**src/ppeb_pkg.sv**
```systemverilog
package ppeb_pkg;

    // ************************************************
    // timing of one bus cycle, in oscillator periods
    // ************************************************
    localparam int OSC_PER_CYCLE = 6;
    localparam logic [2:0] PH_LAST = 3'(OSC_PER_CYCLE - 1);
    localparam logic [2:0] PH_ALE_END = 3'h1;
    localparam logic [2:0] PH_PFS_BEGIN = 3'h2;
    localparam logic [2:0] PH_STRB_END = 3'h4;
    localparam logic [1:0] SLOT_LAST = 2'h2;

    // ************************************************
    // memory map and reset values
    // ************************************************
    localparam logic [15:0] ROM_LIMIT = 16'h2000;
    localparam logic [7:0] LATCH_RST = 8'hFF;
    localparam logic [1:0] RST_SYNC_RST = 2'h3;
    localparam int NUM_LATCH = 7;

    // ************************************************
    // port numbers for the cpu side
    // ************************************************
    localparam logic [3:0] PORT0 = 4'h0;
    localparam logic [3:0] PORT1 = 4'h1;
    localparam logic [3:0] PORT2 = 4'h2;
    localparam logic [3:0] PORT3 = 4'h3;
    localparam logic [3:0] PORT4 = 4'h4;
    localparam logic [3:0] PORT5 = 4'h5;
    localparam logic [3:0] PORT6 = 4'h6;
    localparam logic [3:0] PORT7 = 4'h7;
    localparam logic [3:0] PORT8 = 4'h8;

    typedef enum logic [2:0] {
        ST_IDLE = 3'b000,
        ST_FETCH = 3'b001,
        ST_XADDR = 3'b010,
        ST_XSTROBE = 3'b011,
        ST_VERIFY = 3'b100
    } ppeb_state_e;

endpackage : ppeb_pkg

```
**src/ppeb_tick_if.sv**
```systemverilog
`timescale 1ns/1ps
interface ppeb_tick_if;
    logic [2:0] phase;
    logic cyc_end;
    logic sysclk;
    modport gen (output phase, output cyc_end, output sysclk);
    modport sink (input phase, input cyc_end, input sysclk);
endinterface : ppeb_tick_if

```
**src/ppeb_clkgen.sv**
```systemverilog
`timescale 1ns/1ps
module ppeb_clkgen
    import ppeb_pkg::*;
(
    input wire logic i_ref_clk,
    input wire logic i_rst_b,
    ppeb_tick_if.gen tk
);

    typedef struct packed {
        logic div2;
        logic [1:0] slot;
    } ppeb_cg_s;

    ppeb_cg_s cg_reg;
    ppeb_cg_s cg_next;

    always_comb
    begin
        cg_next = cg_reg;
        cg_next.div2 = ~cg_reg.div2;
        if (cg_reg.div2)
        begin
            cg_next.slot = (cg_reg.slot == SLOT_LAST) ? 2'h0 : cg_reg.slot + 2'h1;
        end
    end

    always_ff @(posedge i_ref_clk)
    begin
        if (!i_rst_b)
        begin
            cg_reg <= '0;
        end
        else
        begin
            cg_reg <= cg_next;
        end
    end

    // phase runs 0..5, one step per oscillator period
    assign tk.phase = {cg_reg.slot, cg_reg.div2};
    assign tk.cyc_end = (cg_reg.slot == SLOT_LAST) && cg_reg.div2;
    // one third duty, cycle rate; good enough for a board clock
    assign tk.sysclk = (cg_reg.slot == 2'h0);

endmodule : ppeb_clkgen

```
**src/ppeb_qport.sv**
```systemverilog
`timescale 1ns/1ps
module ppeb_qport
(
    input wire logic [7:0] i_latch,
    input wire logic [7:0] i_alt_en,
    input wire logic [7:0] i_alt_val,
    input wire logic [7:0] i_strong_en,
    input wire logic [7:0] i_strong_val,
    input wire logic [7:0] i_pin_in,
    output logic [7:0] o_out,
    output logic [7:0] o_oe,
    output logic [7:0] o_pullup,
    output logic [7:0] o_alt_in
);

    genvar b;
    generate
        for (b = 0; b < 8; b++)
        begin : g_bit
            logic val;
            assign val = i_alt_en[b] ? i_alt_val[b] : i_latch[b];
            // without strong drive a one is only a weak pull-up
            assign o_oe[b] = i_strong_en[b] | ~val;
            assign o_out[b] = i_strong_en[b] & i_strong_val[b];
            assign o_pullup[b] = ~i_strong_en[b] & val;
            // alternate inputs idle high while the latch is zero
            assign o_alt_in[b] = i_latch[b] ? i_pin_in[b] : 1'b1;
        end
    endgenerate

endmodule : ppeb_qport

```
**src/ppeb_top.sv**
```systemverilog
`timescale 1ns/1ps
module ppeb_top
    import ppeb_pkg::*;
(
    input wire logic i_ref_clk,
    input wire logic i_rst_b,
    input wire logic i_port_wr,
    input wire logic [3:0] i_port_sel,
    input wire logic [7:0] i_port_wdata,
    input wire logic [3:0] i_port_rd_sel,
    output logic [7:0] o_port_rdata,
    input wire logic i_fetch_req,
    input wire logic [15:0] i_fetch_pc,
    output logic o_fetch_ready,
    output logic o_fetch_valid,
    output logic o_fetch_internal,
    output logic [7:0] o_fetch_data,
    input wire logic i_xdata_req,
    input wire logic i_xdata_wr,
    input wire logic i_xdata_wide,
    input wire logic [15:0] i_xdata_addr,
    input wire logic [7:0] i_xdata_wdata,
    output logic o_xdata_ready,
    output logic o_xdata_done,
    output logic [7:0] o_xdata_rdata,
    input wire logic i_verify_mode,
    input wire logic [7:0] i_verify_code,
    output logic [7:0] o_verify_addr,
    input wire logic [4:0] i_cc_cmp_en,
    input wire logic [4:0] i_cc_cmp_out,
    input wire logic i_sysclk_output_en,
    input wire logic [7:0] i_concurrent_compare_en,
    input wire logic [7:0] i_concurrent_compare_out,
    input wire logic i_serial0_tx_en,
    input wire logic i_serial0_tx,
    input wire logic i_serial1_tx_en,
    input wire logic i_serial1_tx,
    output logic [4:0] o_irq_capture_in,
    output logic o_count2_reload_trigger,
    output logic o_count2_input,
    output logic o_serial0_rx,
    output logic o_ext_irq0,
    output logic o_ext_irq1,
    output logic o_count0_input,
    output logic o_count1_input,
    output logic o_adc_ext_start,
    output logic o_serial1_rx,
    input wire logic i_external_fetch_select_b,
    input wire logic i_osc_monitor_enable,
    output logic o_osc_monitor_enable_pullup,
    output logic o_osc_monitor_active,
    input wire logic i_ext_reset_b,
    input wire logic i_wdt_reset,
    input wire logic i_osc_fail_reset,
    output logic o_reset_out_n,
    output logic o_program_fetch_strobe_n,
    output logic o_address_latch_strobe,
    output logic [11:0] o_analog_in,
    input wire logic [7:0] i_p0_in,
    output logic [7:0] o_p0_out,
    output logic [7:0] o_p0_oe,
    input wire logic [7:0] i_p1_in,
    output logic [7:0] o_p1_out,
    output logic [7:0] o_p1_oe,
    output logic [7:0] o_p1_pullup,
    input wire logic [7:0] i_hi_in,
    output logic [7:0] o_hi_out,
    output logic [7:0] o_hi_oe,
    output logic [7:0] o_hi_pullup,
    input wire logic [7:0] i_p3_in,
    output logic [7:0] o_p3_out,
    output logic [7:0] o_p3_oe,
    output logic [7:0] o_p3_pullup,
    input wire logic [7:0] i_p4_in,
    output logic [7:0] o_p4_out,
    output logic [7:0] o_p4_oe,
    output logic [7:0] o_p4_pullup,
    input wire logic [7:0] i_p5_in,
    output logic [7:0] o_p5_out,
    output logic [7:0] o_p5_oe,
    output logic [7:0] o_p5_pullup,
    input wire logic [7:0] i_p6_in,
    output logic [7:0] o_p6_out,
    output logic [7:0] o_p6_oe,
    output logic [7:0] o_p6_pullup,
    input wire logic [7:0] i_p7_in,
    input wire logic [3:0] i_p8_in
);

    // ************************************************
    // state
    // ************************************************
    typedef struct packed {
        ppeb_state_e st;
        logic fpend;
        logic [15:0] fpc;
        logic xpend;
        logic xwr;
        logic xwide;
        logic [15:0] xaddr;
        logic [7:0] xwdata;
        logic cur_ext;
        logic cur_wr;
        logic cur_wide;
        logic [15:0] cur_addr;
        logic [7:0] cur_wdata;
        logic [6:0][7:0] lat;
        logic ale;
        logic pfs_n;
        logic [7:0] fdata;
        logic fvalid;
        logic fint;
        logic [7:0] xrdata;
        logic xdone;
        logic [7:0] rdata;
        logic [11:0] analog;
        logic [1:0] rsync;
        logic owd_en;
    } ppeb_top_s;

    localparam ppeb_top_s TOP_RST = '{
        st: ST_IDLE,
        lat: {NUM_LATCH{LATCH_RST}},
        pfs_n: 1'b1,
        rsync: RST_SYNC_RST,
        owd_en: 1'b1,
        default: '0
    };

    ppeb_top_s top_reg;
    ppeb_top_s top_next;

    ppeb_tick_if tk ();

    logic wr_strobe;
    logic rd_strobe;
    logic addr_phase;
    logic ext_bus;
    logic [7:0] p1_strong;
    logic [7:0] hi_strong;
    logic [7:0] p1_ai;
    logic [7:0] p3_ai;
    logic [7:0] p6_ai;
    logic [7:0] p1_aen;
    logic [7:0] p1_aval;
    logic [7:0] p3_aen;
    logic [7:0] p3_aval;
    logic [7:0] p6_aen;
    logic [7:0] p6_aval;

    ppeb_clkgen u_clkgen (
        .i_ref_clk(i_ref_clk),
        .i_rst_b(i_rst_b),
        .tk(tk.gen)
    );

    // ************************************************
    // sequencer
    // ************************************************
    always_comb
    begin
        top_next = top_reg;
        top_next.fvalid = 1'b0;
        top_next.xdone = 1'b0;
        if (i_port_wr && (i_port_sel < 4'(NUM_LATCH)))
        begin
            top_next.lat[i_port_sel[2:0]] = i_port_wdata;
        end
        case (i_port_rd_sel)
            PORT0: top_next.rdata = i_p0_in;
            PORT1: top_next.rdata = i_p1_in;
            PORT2: top_next.rdata = i_hi_in;
            PORT3: top_next.rdata = i_p3_in;
            PORT4: top_next.rdata = i_p4_in;
            PORT5: top_next.rdata = i_p5_in;
            PORT6: top_next.rdata = i_p6_in;
            PORT7: top_next.rdata = i_p7_in;
            PORT8: top_next.rdata = {4'h0, i_p8_in};
            default: top_next.rdata = 8'h00;
        endcase
        top_next.analog = {i_p8_in, i_p7_in};
        top_next.rsync = {top_reg.rsync[0], ~i_ext_reset_b | i_wdt_reset | i_osc_fail_reset};
        top_next.owd_en = i_osc_monitor_enable;
        // address strobe, none in data strobe cycle
        top_next.ale = (tk.phase <= PH_ALE_END) && (top_reg.st != ST_XSTROBE) && (top_reg.st != ST_VERIFY);
        // fetch strobe only for external fetch
        top_next.pfs_n = ~((top_reg.st == ST_FETCH) && top_reg.cur_ext && (tk.phase >= PH_PFS_BEGIN));
        if ((top_reg.st == ST_FETCH) && (tk.phase == PH_STRB_END))
        begin
            top_next.fdata = i_p0_in;
            top_next.fint = ~top_reg.cur_ext;
            top_next.fvalid = 1'b1;
        end
        // read data taken while read strobe low
        if ((top_reg.st == ST_XSTROBE) && (tk.phase == PH_STRB_END))
        begin
            if (!top_reg.cur_wr)
            begin
                top_next.xrdata = i_p0_in;
            end
            top_next.xdone = 1'b1;
        end
        if (tk.cyc_end)
        begin
            top_next.st = ST_IDLE;
            if (top_reg.st == ST_XADDR)
            begin
                top_next.st = ST_XSTROBE;
            end
            else if (i_verify_mode)
            begin
                top_next.st = ST_VERIFY;
            end
            else if (top_reg.xpend)
            begin
                top_next.st = ST_XADDR;
                top_next.xpend = 1'b0;
                top_next.cur_wr = top_reg.xwr;
                top_next.cur_wide = top_reg.xwide;
                top_next.cur_addr = top_reg.xaddr;
                top_next.cur_wdata = top_reg.xwdata;
            end
            else if (top_reg.fpend)
            begin
                top_next.st = ST_FETCH;
                top_next.fpend = 1'b0;
                top_next.cur_addr = top_reg.fpc;
                // internal rom only below the limit
                top_next.cur_ext = i_external_fetch_select_b ? (top_reg.fpc >= ROM_LIMIT) : 1'b1;
            end
        end
        // a new request in the take-over cycle is ignored
        if (i_xdata_req && !top_reg.xpend)
        begin
            top_next.xpend = 1'b1;
            top_next.xwr = i_xdata_wr;
            top_next.xwide = i_xdata_wide;
            top_next.xaddr = i_xdata_addr;
            top_next.xwdata = i_xdata_wdata;
        end
        if (i_fetch_req && !top_reg.fpend)
        begin
            top_next.fpend = 1'b1;
            top_next.fpc = i_fetch_pc;
        end
    end

    always_ff @(posedge i_ref_clk)
    begin
        if (!i_rst_b)
        begin
            top_reg <= TOP_RST;
        end
        else
        begin
            top_reg <= top_next;
        end
    end

    // ************************************************
    // pin drive
    // ************************************************
    always_comb
    begin
        ext_bus = ((top_reg.st == ST_FETCH) && top_reg.cur_ext) || (top_reg.st == ST_XADDR);
        addr_phase = ext_bus && (tk.phase <= PH_ALE_END);
        // strobes low in the second data cycle
        wr_strobe = (top_reg.st == ST_XSTROBE) && top_reg.cur_wr && (tk.phase <= PH_STRB_END);
        rd_strobe = (top_reg.st == ST_XSTROBE) && !top_reg.cur_wr && (tk.phase <= PH_STRB_END);
        o_p0_out = 8'h00;
        o_p0_oe = ~top_reg.lat[0];
        if (top_reg.st == ST_VERIFY)
        begin
            // code bytes open drain, pull-ups outside
            o_p0_oe = ~i_verify_code;
        end
        else if (addr_phase)
        begin
            o_p0_out = top_reg.cur_addr[7:0];
            o_p0_oe = 8'hFF;
        end
        else if (ext_bus || (top_reg.st == ST_XSTROBE))
        begin
            o_p0_out = top_reg.cur_wdata;
            o_p0_oe = (top_reg.cur_wr && (top_reg.st != ST_FETCH)) ? 8'hFF : 8'h00;
        end
        // strong upper address for external fetch or wide
        // narrow access leaves the latch on the pins
        hi_strong = 8'h00;
        if (((top_reg.st == ST_FETCH) && top_reg.cur_ext)
            || (((top_reg.st == ST_XADDR) || (top_reg.st == ST_XSTROBE)) && top_reg.cur_wide))
        begin
            hi_strong = 8'hFF;
        end
        p1_strong = 8'h00;
        // compare channels 0..4, clock out on bit 6
        p1_aen = {1'b0, i_sysclk_output_en, 1'b0, i_cc_cmp_en};
        p1_aval = {1'b1, top_reg.lat[1][6] & tk.sysclk, 1'b1, i_cc_cmp_out};
        // data strobes on bits 6 and 7
        // strobes and transmit gated by the latch
        p3_aen = {2'b11, 4'h0, i_serial0_tx_en, 1'b0};
        p3_aval = {top_reg.lat[3][7] & ~rd_strobe, top_reg.lat[3][6] & ~wr_strobe,
                   4'hF, top_reg.lat[3][1] & i_serial0_tx, 1'b1};
        p6_aen = {5'h00, i_serial1_tx_en, 2'b00};
        p6_aval = {5'h1F, top_reg.lat[6][2] & i_serial1_tx, 2'b11};
    end

    ppeb_qport u_p1 (
        .i_latch(top_reg.lat[1]),
        .i_alt_en(p1_aen),
        .i_alt_val(p1_aval),
        .i_strong_en(p1_strong),
        .i_strong_val(8'h00),
        .i_pin_in(i_p1_in),
        .o_out(o_p1_out),
        .o_oe(o_p1_oe),
        .o_pullup(o_p1_pullup),
        .o_alt_in(p1_ai)
    );

    ppeb_qport u_hi (
        .i_latch(top_reg.lat[2]),
        .i_alt_en(8'h00),
        .i_alt_val(8'h00),
        .i_strong_en(hi_strong),
        .i_strong_val(top_reg.cur_addr[15:8]),
        .i_pin_in(i_hi_in),
        .o_out(o_hi_out),
        .o_oe(o_hi_oe),
        .o_pullup(o_hi_pullup),
        .o_alt_in()
    );

    ppeb_qport u_p3 (
        .i_latch(top_reg.lat[3]),
        .i_alt_en(p3_aen),
        .i_alt_val(p3_aval),
        .i_strong_en(8'h00),
        .i_strong_val(8'h00),
        .i_pin_in(i_p3_in),
        .o_out(o_p3_out),
        .o_oe(o_p3_oe),
        .o_pullup(o_p3_pullup),
        .o_alt_in(p3_ai)
    );

    ppeb_qport u_p4 (
        .i_latch(top_reg.lat[4]),
        .i_alt_en(8'h00),
        .i_alt_val(8'h00),
        .i_strong_en(8'h00),
        .i_strong_val(8'h00),
        .i_pin_in(i_p4_in),
        .o_out(o_p4_out),
        .o_oe(o_p4_oe),
        .o_pullup(o_p4_pullup),
        .o_alt_in()
    );

    ppeb_qport u_p5 (
        .i_latch(top_reg.lat[5]),
        .i_alt_en(i_concurrent_compare_en),
        .i_alt_val(i_concurrent_compare_out),
        .i_strong_en(8'h00),
        .i_strong_val(8'h00),
        .i_pin_in(i_p5_in),
        .o_out(o_p5_out),
        .o_oe(o_p5_oe),
        .o_pullup(o_p5_pullup),
        .o_alt_in()
    );

    ppeb_qport u_p6 (
        .i_latch(top_reg.lat[6]),
        .i_alt_en(p6_aen),
        .i_alt_val(p6_aval),
        .i_strong_en(8'h00),
        .i_strong_val(8'h00),
        .i_pin_in(i_p6_in),
        .o_out(o_p6_out),
        .o_oe(o_p6_oe),
        .o_pullup(o_p6_pullup),
        .o_alt_in(p6_ai)
    );

    // ************************************************
    // outputs
    // ************************************************
    // gated inputs from the low port
    assign o_irq_capture_in = p1_ai[4:0];
    assign o_count2_reload_trigger = p1_ai[5];
    assign o_count2_input = p1_ai[7];
    // gated inputs from the third port
    assign o_serial0_rx = p3_ai[0];
    assign o_ext_irq0 = p3_ai[2];
    assign o_ext_irq1 = p3_ai[3];
    assign o_count0_input = p3_ai[4];
    assign o_count1_input = p3_ai[5];
    // gated inputs from the sixth port
    assign o_adc_ext_start = p6_ai[0];
    assign o_serial1_rx = p6_ai[1];
    // verify address seen on the low port
    assign o_verify_addr = i_p1_in;
    assign o_osc_monitor_enable_pullup = 1'b1;
    assign o_osc_monitor_active = top_reg.owd_en;
    assign o_reset_out_n = ~top_reg.rsync[1];
    assign o_program_fetch_strobe_n = top_reg.pfs_n;
    assign o_address_latch_strobe = top_reg.ale;
    assign o_analog_in = top_reg.analog;
    assign o_port_rdata = top_reg.rdata;
    assign o_fetch_ready = ~top_reg.fpend;
    assign o_fetch_valid = top_reg.fvalid;
    assign o_fetch_internal = top_reg.fint;
    assign o_fetch_data = top_reg.fdata;
    assign o_xdata_ready = ~top_reg.xpend;
    assign o_xdata_done = top_reg.xdone;
    assign o_xdata_rdata = top_reg.xrdata;

endmodule : ppeb_top

```
**config.mk**
```make
export PLATFORM = sky130hd
export DESIGN_NAME = ppeb_top
export DESIGN_NICKNAME = d
export VERILOG_FILES = /design/src/ppeb_pkg.sv /design/src/ppeb_tick_if.sv /design/src/ppeb_clkgen.sv /design/src/ppeb_qport.sv /design/src/ppeb_top.sv
export SDC_FILE = /design/constraint.sdc
export NUM_CORES = 1
export LEC_CHECK = 0
export ABC_AREA = 1
export BUFFER_PORTS_ARGS = -buffer_cell sky130_fd_sc_hd__buf_4
export CORE_AREA = 2 2 158 160
export DETAILED_ROUTE_END_ITERATION = 6
export DIE_AREA = 0 0 160 162
export PLACE_DENSITY = 0.76
export REMOVE_ABC_BUFFERS = 1
export SETUP_SLACK_MARGIN = 0.3
export SYNTH_ARGS = -nofsm -noshare
export SYNTH_HDL_FRONTEND = slang
export SYNTH_SLANG_ARGS = --single-unit
export TNS_END_PERCENT = 50
```
**constraint.sdc**
```tcl
create_clock -name i_ref_clk -period 1.75 [get_ports i_ref_clk]
set_clock_uncertainty 0.15 [all_clocks]
set_input_delay 0.35 -clock i_ref_clk [delete_from_list [all_inputs] [get_ports i_ref_clk]]
set_output_delay 0.35 -clock i_ref_clk [all_outputs]
set_load 0.01 [all_outputs]
```
==> results.cfg, run 1 <==
[synth]
ys_seq_elements = 177
synth.top_cell.area_share = 0.396
synth_cell_types = 36
syn_avg_cell_area_um2 = 7.08
yosysMostFrequentCell = nand2_1
yosys-top-cells-count = nand2_1, dfxtp_1, nor2_1
ys_seq_area_frac = 0.396
synthCells = 1263
async_reset_ff_frac = 0
netlist_top_cells_area = dfxtp_1, buf_4, nand2_1
synth_ff_type = dfxtp_1
synth.cell_area_um2 = 8950
synth_area_leader_cell = dfxtp_1
yosysWarnings = 0
synth-edff-count = 0

[sta]
whs_ns = 0.00985
finalSetupViolations = 46
min_period_ns = 2.27
rsz0062_at_grt = yes
fmax_mhz = 440
hold_viol_final = 0
setup_slack_ns = -0.524
final_max_slew_viol_count = 0
post-route-period-util = 1.30

[power_and_ir_drop]
peakVddDrop_v = 0.000541
power_density_nw_per_um2 = 694
p_leak_nw = 7.12

[global_routing]
grt_max_degree = 82
grt_pass1_vias = 8902
antenna_found_initial = 3
grtUsageTotal = 0.239
grt_pass1_wl_um = 48800
overflow = 0

[critical_path]
worstPathCellList = inv_2, buf_6, buf_4, buf_6, nand3_4, nor2_4, nand2_2, nand2_2, inv_1, buf_4
critPathMaxFanout = 5
critPathKind = reg2out
cp-start-kind = register
crit_required_ns = 1.25
cp.arrival_ns = 1.77
slowest_stage = dfxtp_2
critPathMaxStageDelay_ns = 0.33
crit_path_end_kind = primary output

[floorplanning]
chipWidth_um = 160
coreArea_um2 = 24100
initial_core_util = 0.371
boundaryPins = 404
die_area_um2 = 25900
die-height_um = 162
row_count = 57

[place]
io_buffers = 362
place_area_um2 = 11500
dpl_worst_slack_ns = -0.140
dpl.hpwl_um = 23200
routabilityCongestion = 0.925

[routing]
first_iter_violations = 758
firstDrtPassIters = 7
wire_per_inst_um = 17.2
num_vias = 9737
antenna_left = 0
wirelength_um = 34100
routed_via_density = 4.92
drt_drc_violations_left = 0

[clock_tree]
clock_latency_ns = 0.43
cts-root-buf = clkbuf_16
cts_max_level = 4
clk_path_buf_depth = 2
cts_buffers = 17
path_clk_slew_ns = 0.08
cts_tree = yes
cts_sinks = 177

[finish]
drive_above_1_share = 0.459
fin_nets = 1818
largest_register_ffs = 131
fin_area_um2 = 14200
syn_to_final_growth_pct = 58.9

[status]
status = finished, violations left
violations = negative setup slack

[job]
cap_violations = 0

[hold_path]
hold_path.class = in2reg
-- per-stage QoR --
stage          utilization  setup TNS [ns]  cells  power [W]
5_1_grt              0.590          -24.24   1979     0.0103
6_report             0.590          -20.11   1981    0.00987
2_1_floorplan            -          -17.36   1121    0.00486
3_3_place_gp         0.478           -1.96   1865    0.00573
3_5_place_dp         0.478           -2.82   1865    0.00575
4_1_cts              0.551          -18.33   1953    0.00978
-- cells in the final DEF (no fill, tap or decap), drive strengths merged, types with 13 or more instances in the layout --
cell type,instances
buf,461
nand2,230
dfxtp,177
nor2,175
inv,169
nand3,99
o21ai,83
o211ai,57
conb,41
a21oi,40
dlygate4sd3,37
clkbuf,18
or2,16
a21boi,13
-- cell families after synthesis --
logic type,share of synthesized area
other cells,0.000839
flops,0.396
buf+inv,0.205
compound gates,0.138
simple gates,0.261
-- power breakdown --
| group | total [W] | switching, W | internal [W] |
|---|---|---|---|
| logic | 0.00177 | 0.000908 | 0.000861 |
| registers | 0.00424 | 0.0000886 | 0.00415 |
| clock network | 0.00386 | 0.00193 | 0.00193 |
-- metal layers --
metal | vias to the layer above | global-route usage | part of all wire
li1 | 4631 | - | -
met1 | 4564 | 0.301 | 0.41
met2 | 481 | 0.411 | 0.50
met3 | 59 | 0.0488 | 0.069
met4 | 2 | 0.0749 | 0.023
met5 | - | 0 | 0.00047
-- layout make-up --
type	count	area, um^2
repair buffers	499	4520
multi-input cells	783	4400
fillers	2056	9880
well taps	324	405
flip-flops and latches	177	3650
diodes	2	5.00
clock buffers	17	425
clock inverters	15	164
inverters	164	654
-- critical path: cells and delay by family, from the launching register on --
family / cells / cell delay (ns)
buf+inv: 6 / 0.59
flops: 1 / 0.33
simple gates: 4 / 0.44
-- worst paths after layout --
| kind | cells past startpoint | slack [ns] | startpoint | endpoint |
|---|---|---|---|---|
| max | 10 | -0.52 | top_reg[173]$_SDFFE_PN0N_ | o_p3_pullup[7] |
| min | 3 | 0.01 | i_xdata_addr[5] | top_reg[140]$_SDFFE_PN0P_ |
| max reg2reg | 11 | 0.01 | top_reg[173]$_SDFFE_PN0N_ | o_xdata_rdata[0]$_SDFFE_PN0P_ |
| min reg2reg | 1 | 0.28 | top_next[2]$_SDFF_PN1_ | top_reg[2]$_SDFF_PN1_ |
-- what timing repair did --
action	4_1_cts	5_1_grt
resized for setup	267	219
setup buffers	18	21
setup endpoints to repair	177	202
pin swaps	33	37
hold buffers	37	0
hold endpoints to repair	35	0
cloned	1	5
Power figures use the tool's default switching activity.
==> run 2: changes to the inputs <==
- CELL_PAD_IN_SITES_DETAIL_PLACEMENT: unset -> 0
- CELL_PAD_IN_SITES_GLOBAL_PLACEMENT: unset -> 1
- CORE_AREA: 2 2 158 160 -> unset
- CORE_UTILIZATION: unset -> 32
- DIE_AREA: 0 0 160 162 -> unset
- PLACE_DENSITY: 0.76 -> 0.91
==> results.cfg, run 2 (synthesis results as in run 1) <==
[job]
cap_violations = 0

[routing]
dr.max_layer_used = met4
num_vias = 9463
drt_drc_violations_left = 0
wirelength_um = 33200
wl_met1_um = 14200
first_iter_violations = 617
antenna_left = 0
wl_met2_um = 16500
routed_via_density = 4.66
firstDrtPassIters = 5
wire_per_inst_um = 16.4
wl_met3_um = 1730

[status]
status = finished, violations left
violations = negative setup slack

[finish]
multiInputGateArea_um2 = 4600
syn_to_final_growth_pct = 62.5
fin_nets = 1820
fill_cells = 2498
regArea_um2 = 3640
final_cell_mix = buf_4, nand2_1, nor2_1
largest_register_ffs = 131
layout_commonest_cell = buf_4
final_util = 0.535
drive_above_1_share = 0.474

[floorplanning]
initial_core_util = 0.329
die-height_um = 169
die_area_um2 = 28600
chipWidth_um = 169
boundaryPins = 404
row_count = 60
coreArea_um2 = 27200

[power_and_ir_drop]
clockPowerShare = 0.389
sw_frac_of_total = 0.285
p_comb_frac = 0.183
switchingPower_w = 0.00283
peakVddDrop_v = 0.000428
p_int_w = 0.00709
power_density_nw_per_um2 = 682
power_frac_seq = 0.427
p_leak_nw = 7.13

[place]
routabilityCongestion = 0.909
io_buffers = 362
dpl_worst_slack_ns = -0.213
dpl.hpwl_um = 22600

[critical_path]
critPathKind = reg2out
critPathMaxStageDelay_ns = 0.34
crit_path_end_kind = primary output
cp.arrival_ns = 1.76
crit_required_ns = 1.25
cp-start-kind = register
slowest_stage = dfxtp_2
worstPathCellList = inv_4, nand4_4, nand2_2, nand2_4, buf_12, nand3_1, nand2_1, nand2_2, buf_6
critPathMaxFanout = 6
cp_top_family = simple AND/OR/NAND/NOR gates
crit_buf_inv = 3
path_common_cell = nand2_2

[clock_tree]
cts_tree = yes
path_clk_slew_ns = 0.08
cts_buffers = 17
cts_sinks = 177
clock_latency_ns = 0.43
cts-root-buf = clkbuf_16
cts_max_level = 4
clk_path_buf_depth = 2

[sta]
finalSetupViolations = 46
min_period_ns = 2.26
setup_slack_ns = -0.511
maxSlewHeadroom = 0.613
hold_viol_final = 0
final_max_slew_viol_count = 0
tightest_slew_ns = 0.581
post-route-period-util = 1.29
fmax_mhz = 442
rsz0062_at_grt = yes

[global_routing]
grt_max_degree = 118
overflow = 0
grt_pass1_vias = 8584
grt_pass1_wl_um = 47100
antenna_found_initial = 2
grtUsageTotal = 0.212

[hold_path]
hold_path.class = in2reg
==> run 2: area by class of cell <==
| class | count | area share |
|---|---|---|
| repair inverters | 1 | 0.000516 |
| clock inverters | 14 | 0.0110 |
| inverters | 164 | 0.0455 |
| clock buffers | 18 | 0.0295 |
| flip-flops and latches | 177 | 0.250 |
| repair buffers | 501 | 0.315 |
| multi-input cells | 782 | 0.316 |
| well taps | 372 | 0.0320 |
| diodes | 2 | 0.000344 |
==> run 2: power groups by stage <==
stage / Combinational (W) / Clock (W) / Sequential [W]
2_1_floorplan: 0.000520 / 0 / 0.00434
3_5_place_dp: 0.00141 / 0 / 0.00433
5_1_grt: 0.00196 / 0.00413 / 0.00425
4_1_cts: 0.00158 / 0.00395 / 0.00424
3_3_place_gp: 0.00140 / 0 / 0.00433
6_report: 0.00182 / 0.00386 / 0.00424
==> run 2: repair_timing <==
item,4_1_cts,5_1_grt
hold buffers,37,2
setup endpoints to repair,177,217
buffers inserted,22,17
cloned,3,7
gates resized for setup,182,344
endpoints found under the hold margin,35,2
pin swaps,28,80
==> run 2: final timing paths <==
check,startpoint,endpoint,slack (ns),depth (start not counted)
worst max-delay path,top_reg[173]$_SDFFE_PN0N_,o_p0_oe[1],-0.51,9
worst min register to register,top_next[2]$_SDFF_PN1_,top_reg[2]$_SDFF_PN1_,0.26,1
worst max register to register,u_clkgen.tk.phase[1]$_SDFFE_PN0P_,top_reg[109]$_SDFFE_PN0P_,0.12,9
worst min-delay path,i_xdata_addr[14],top_reg[149]$_SDFFE_PN0P_,0.02,3
==> run 2: routing by layer <==
layer	vias to the layer above	track usage
met5	-	0
met1	4433	0.273
met3	54	0.0366
li1	4624	-
met4	0	0.0599
met2	352	0.363
==> run 2: worst register-to-register path, delay by kind of cell (launching register included) <==
family          cells  cell delay, ns
buf+inv             4            0.49
compound gates      2            0.30
flops               1            0.36
simple gates        3            0.23
==> run 2: stage by stage <==
| step | std cells | hold WS (ns) | cell area, um^2 | TNS (ns) | power, W |
|---|---|---|---|---|---|
| 4_1_cts | 2003 | 0.000726 | 13200 | -20.30 | 0.00977 |
| 5_1_grt | 2030 | 0.0160 | 14500 | -24.54 | 0.0103 |
| 3_5_place_dp | 1909 | 0.252 | 11600 | -5.35 | 0.00574 |
| 3_3_place_gp | 1909 | 0.251 | 11600 | -2.59 | 0.00572 |
| 6_report | 2031 | 0.0160 | 14500 | -20.16 | 0.00992 |
| 2_1_floorplan | 1121 | 0.243 | 7880 | -17.36 | 0.00486 |
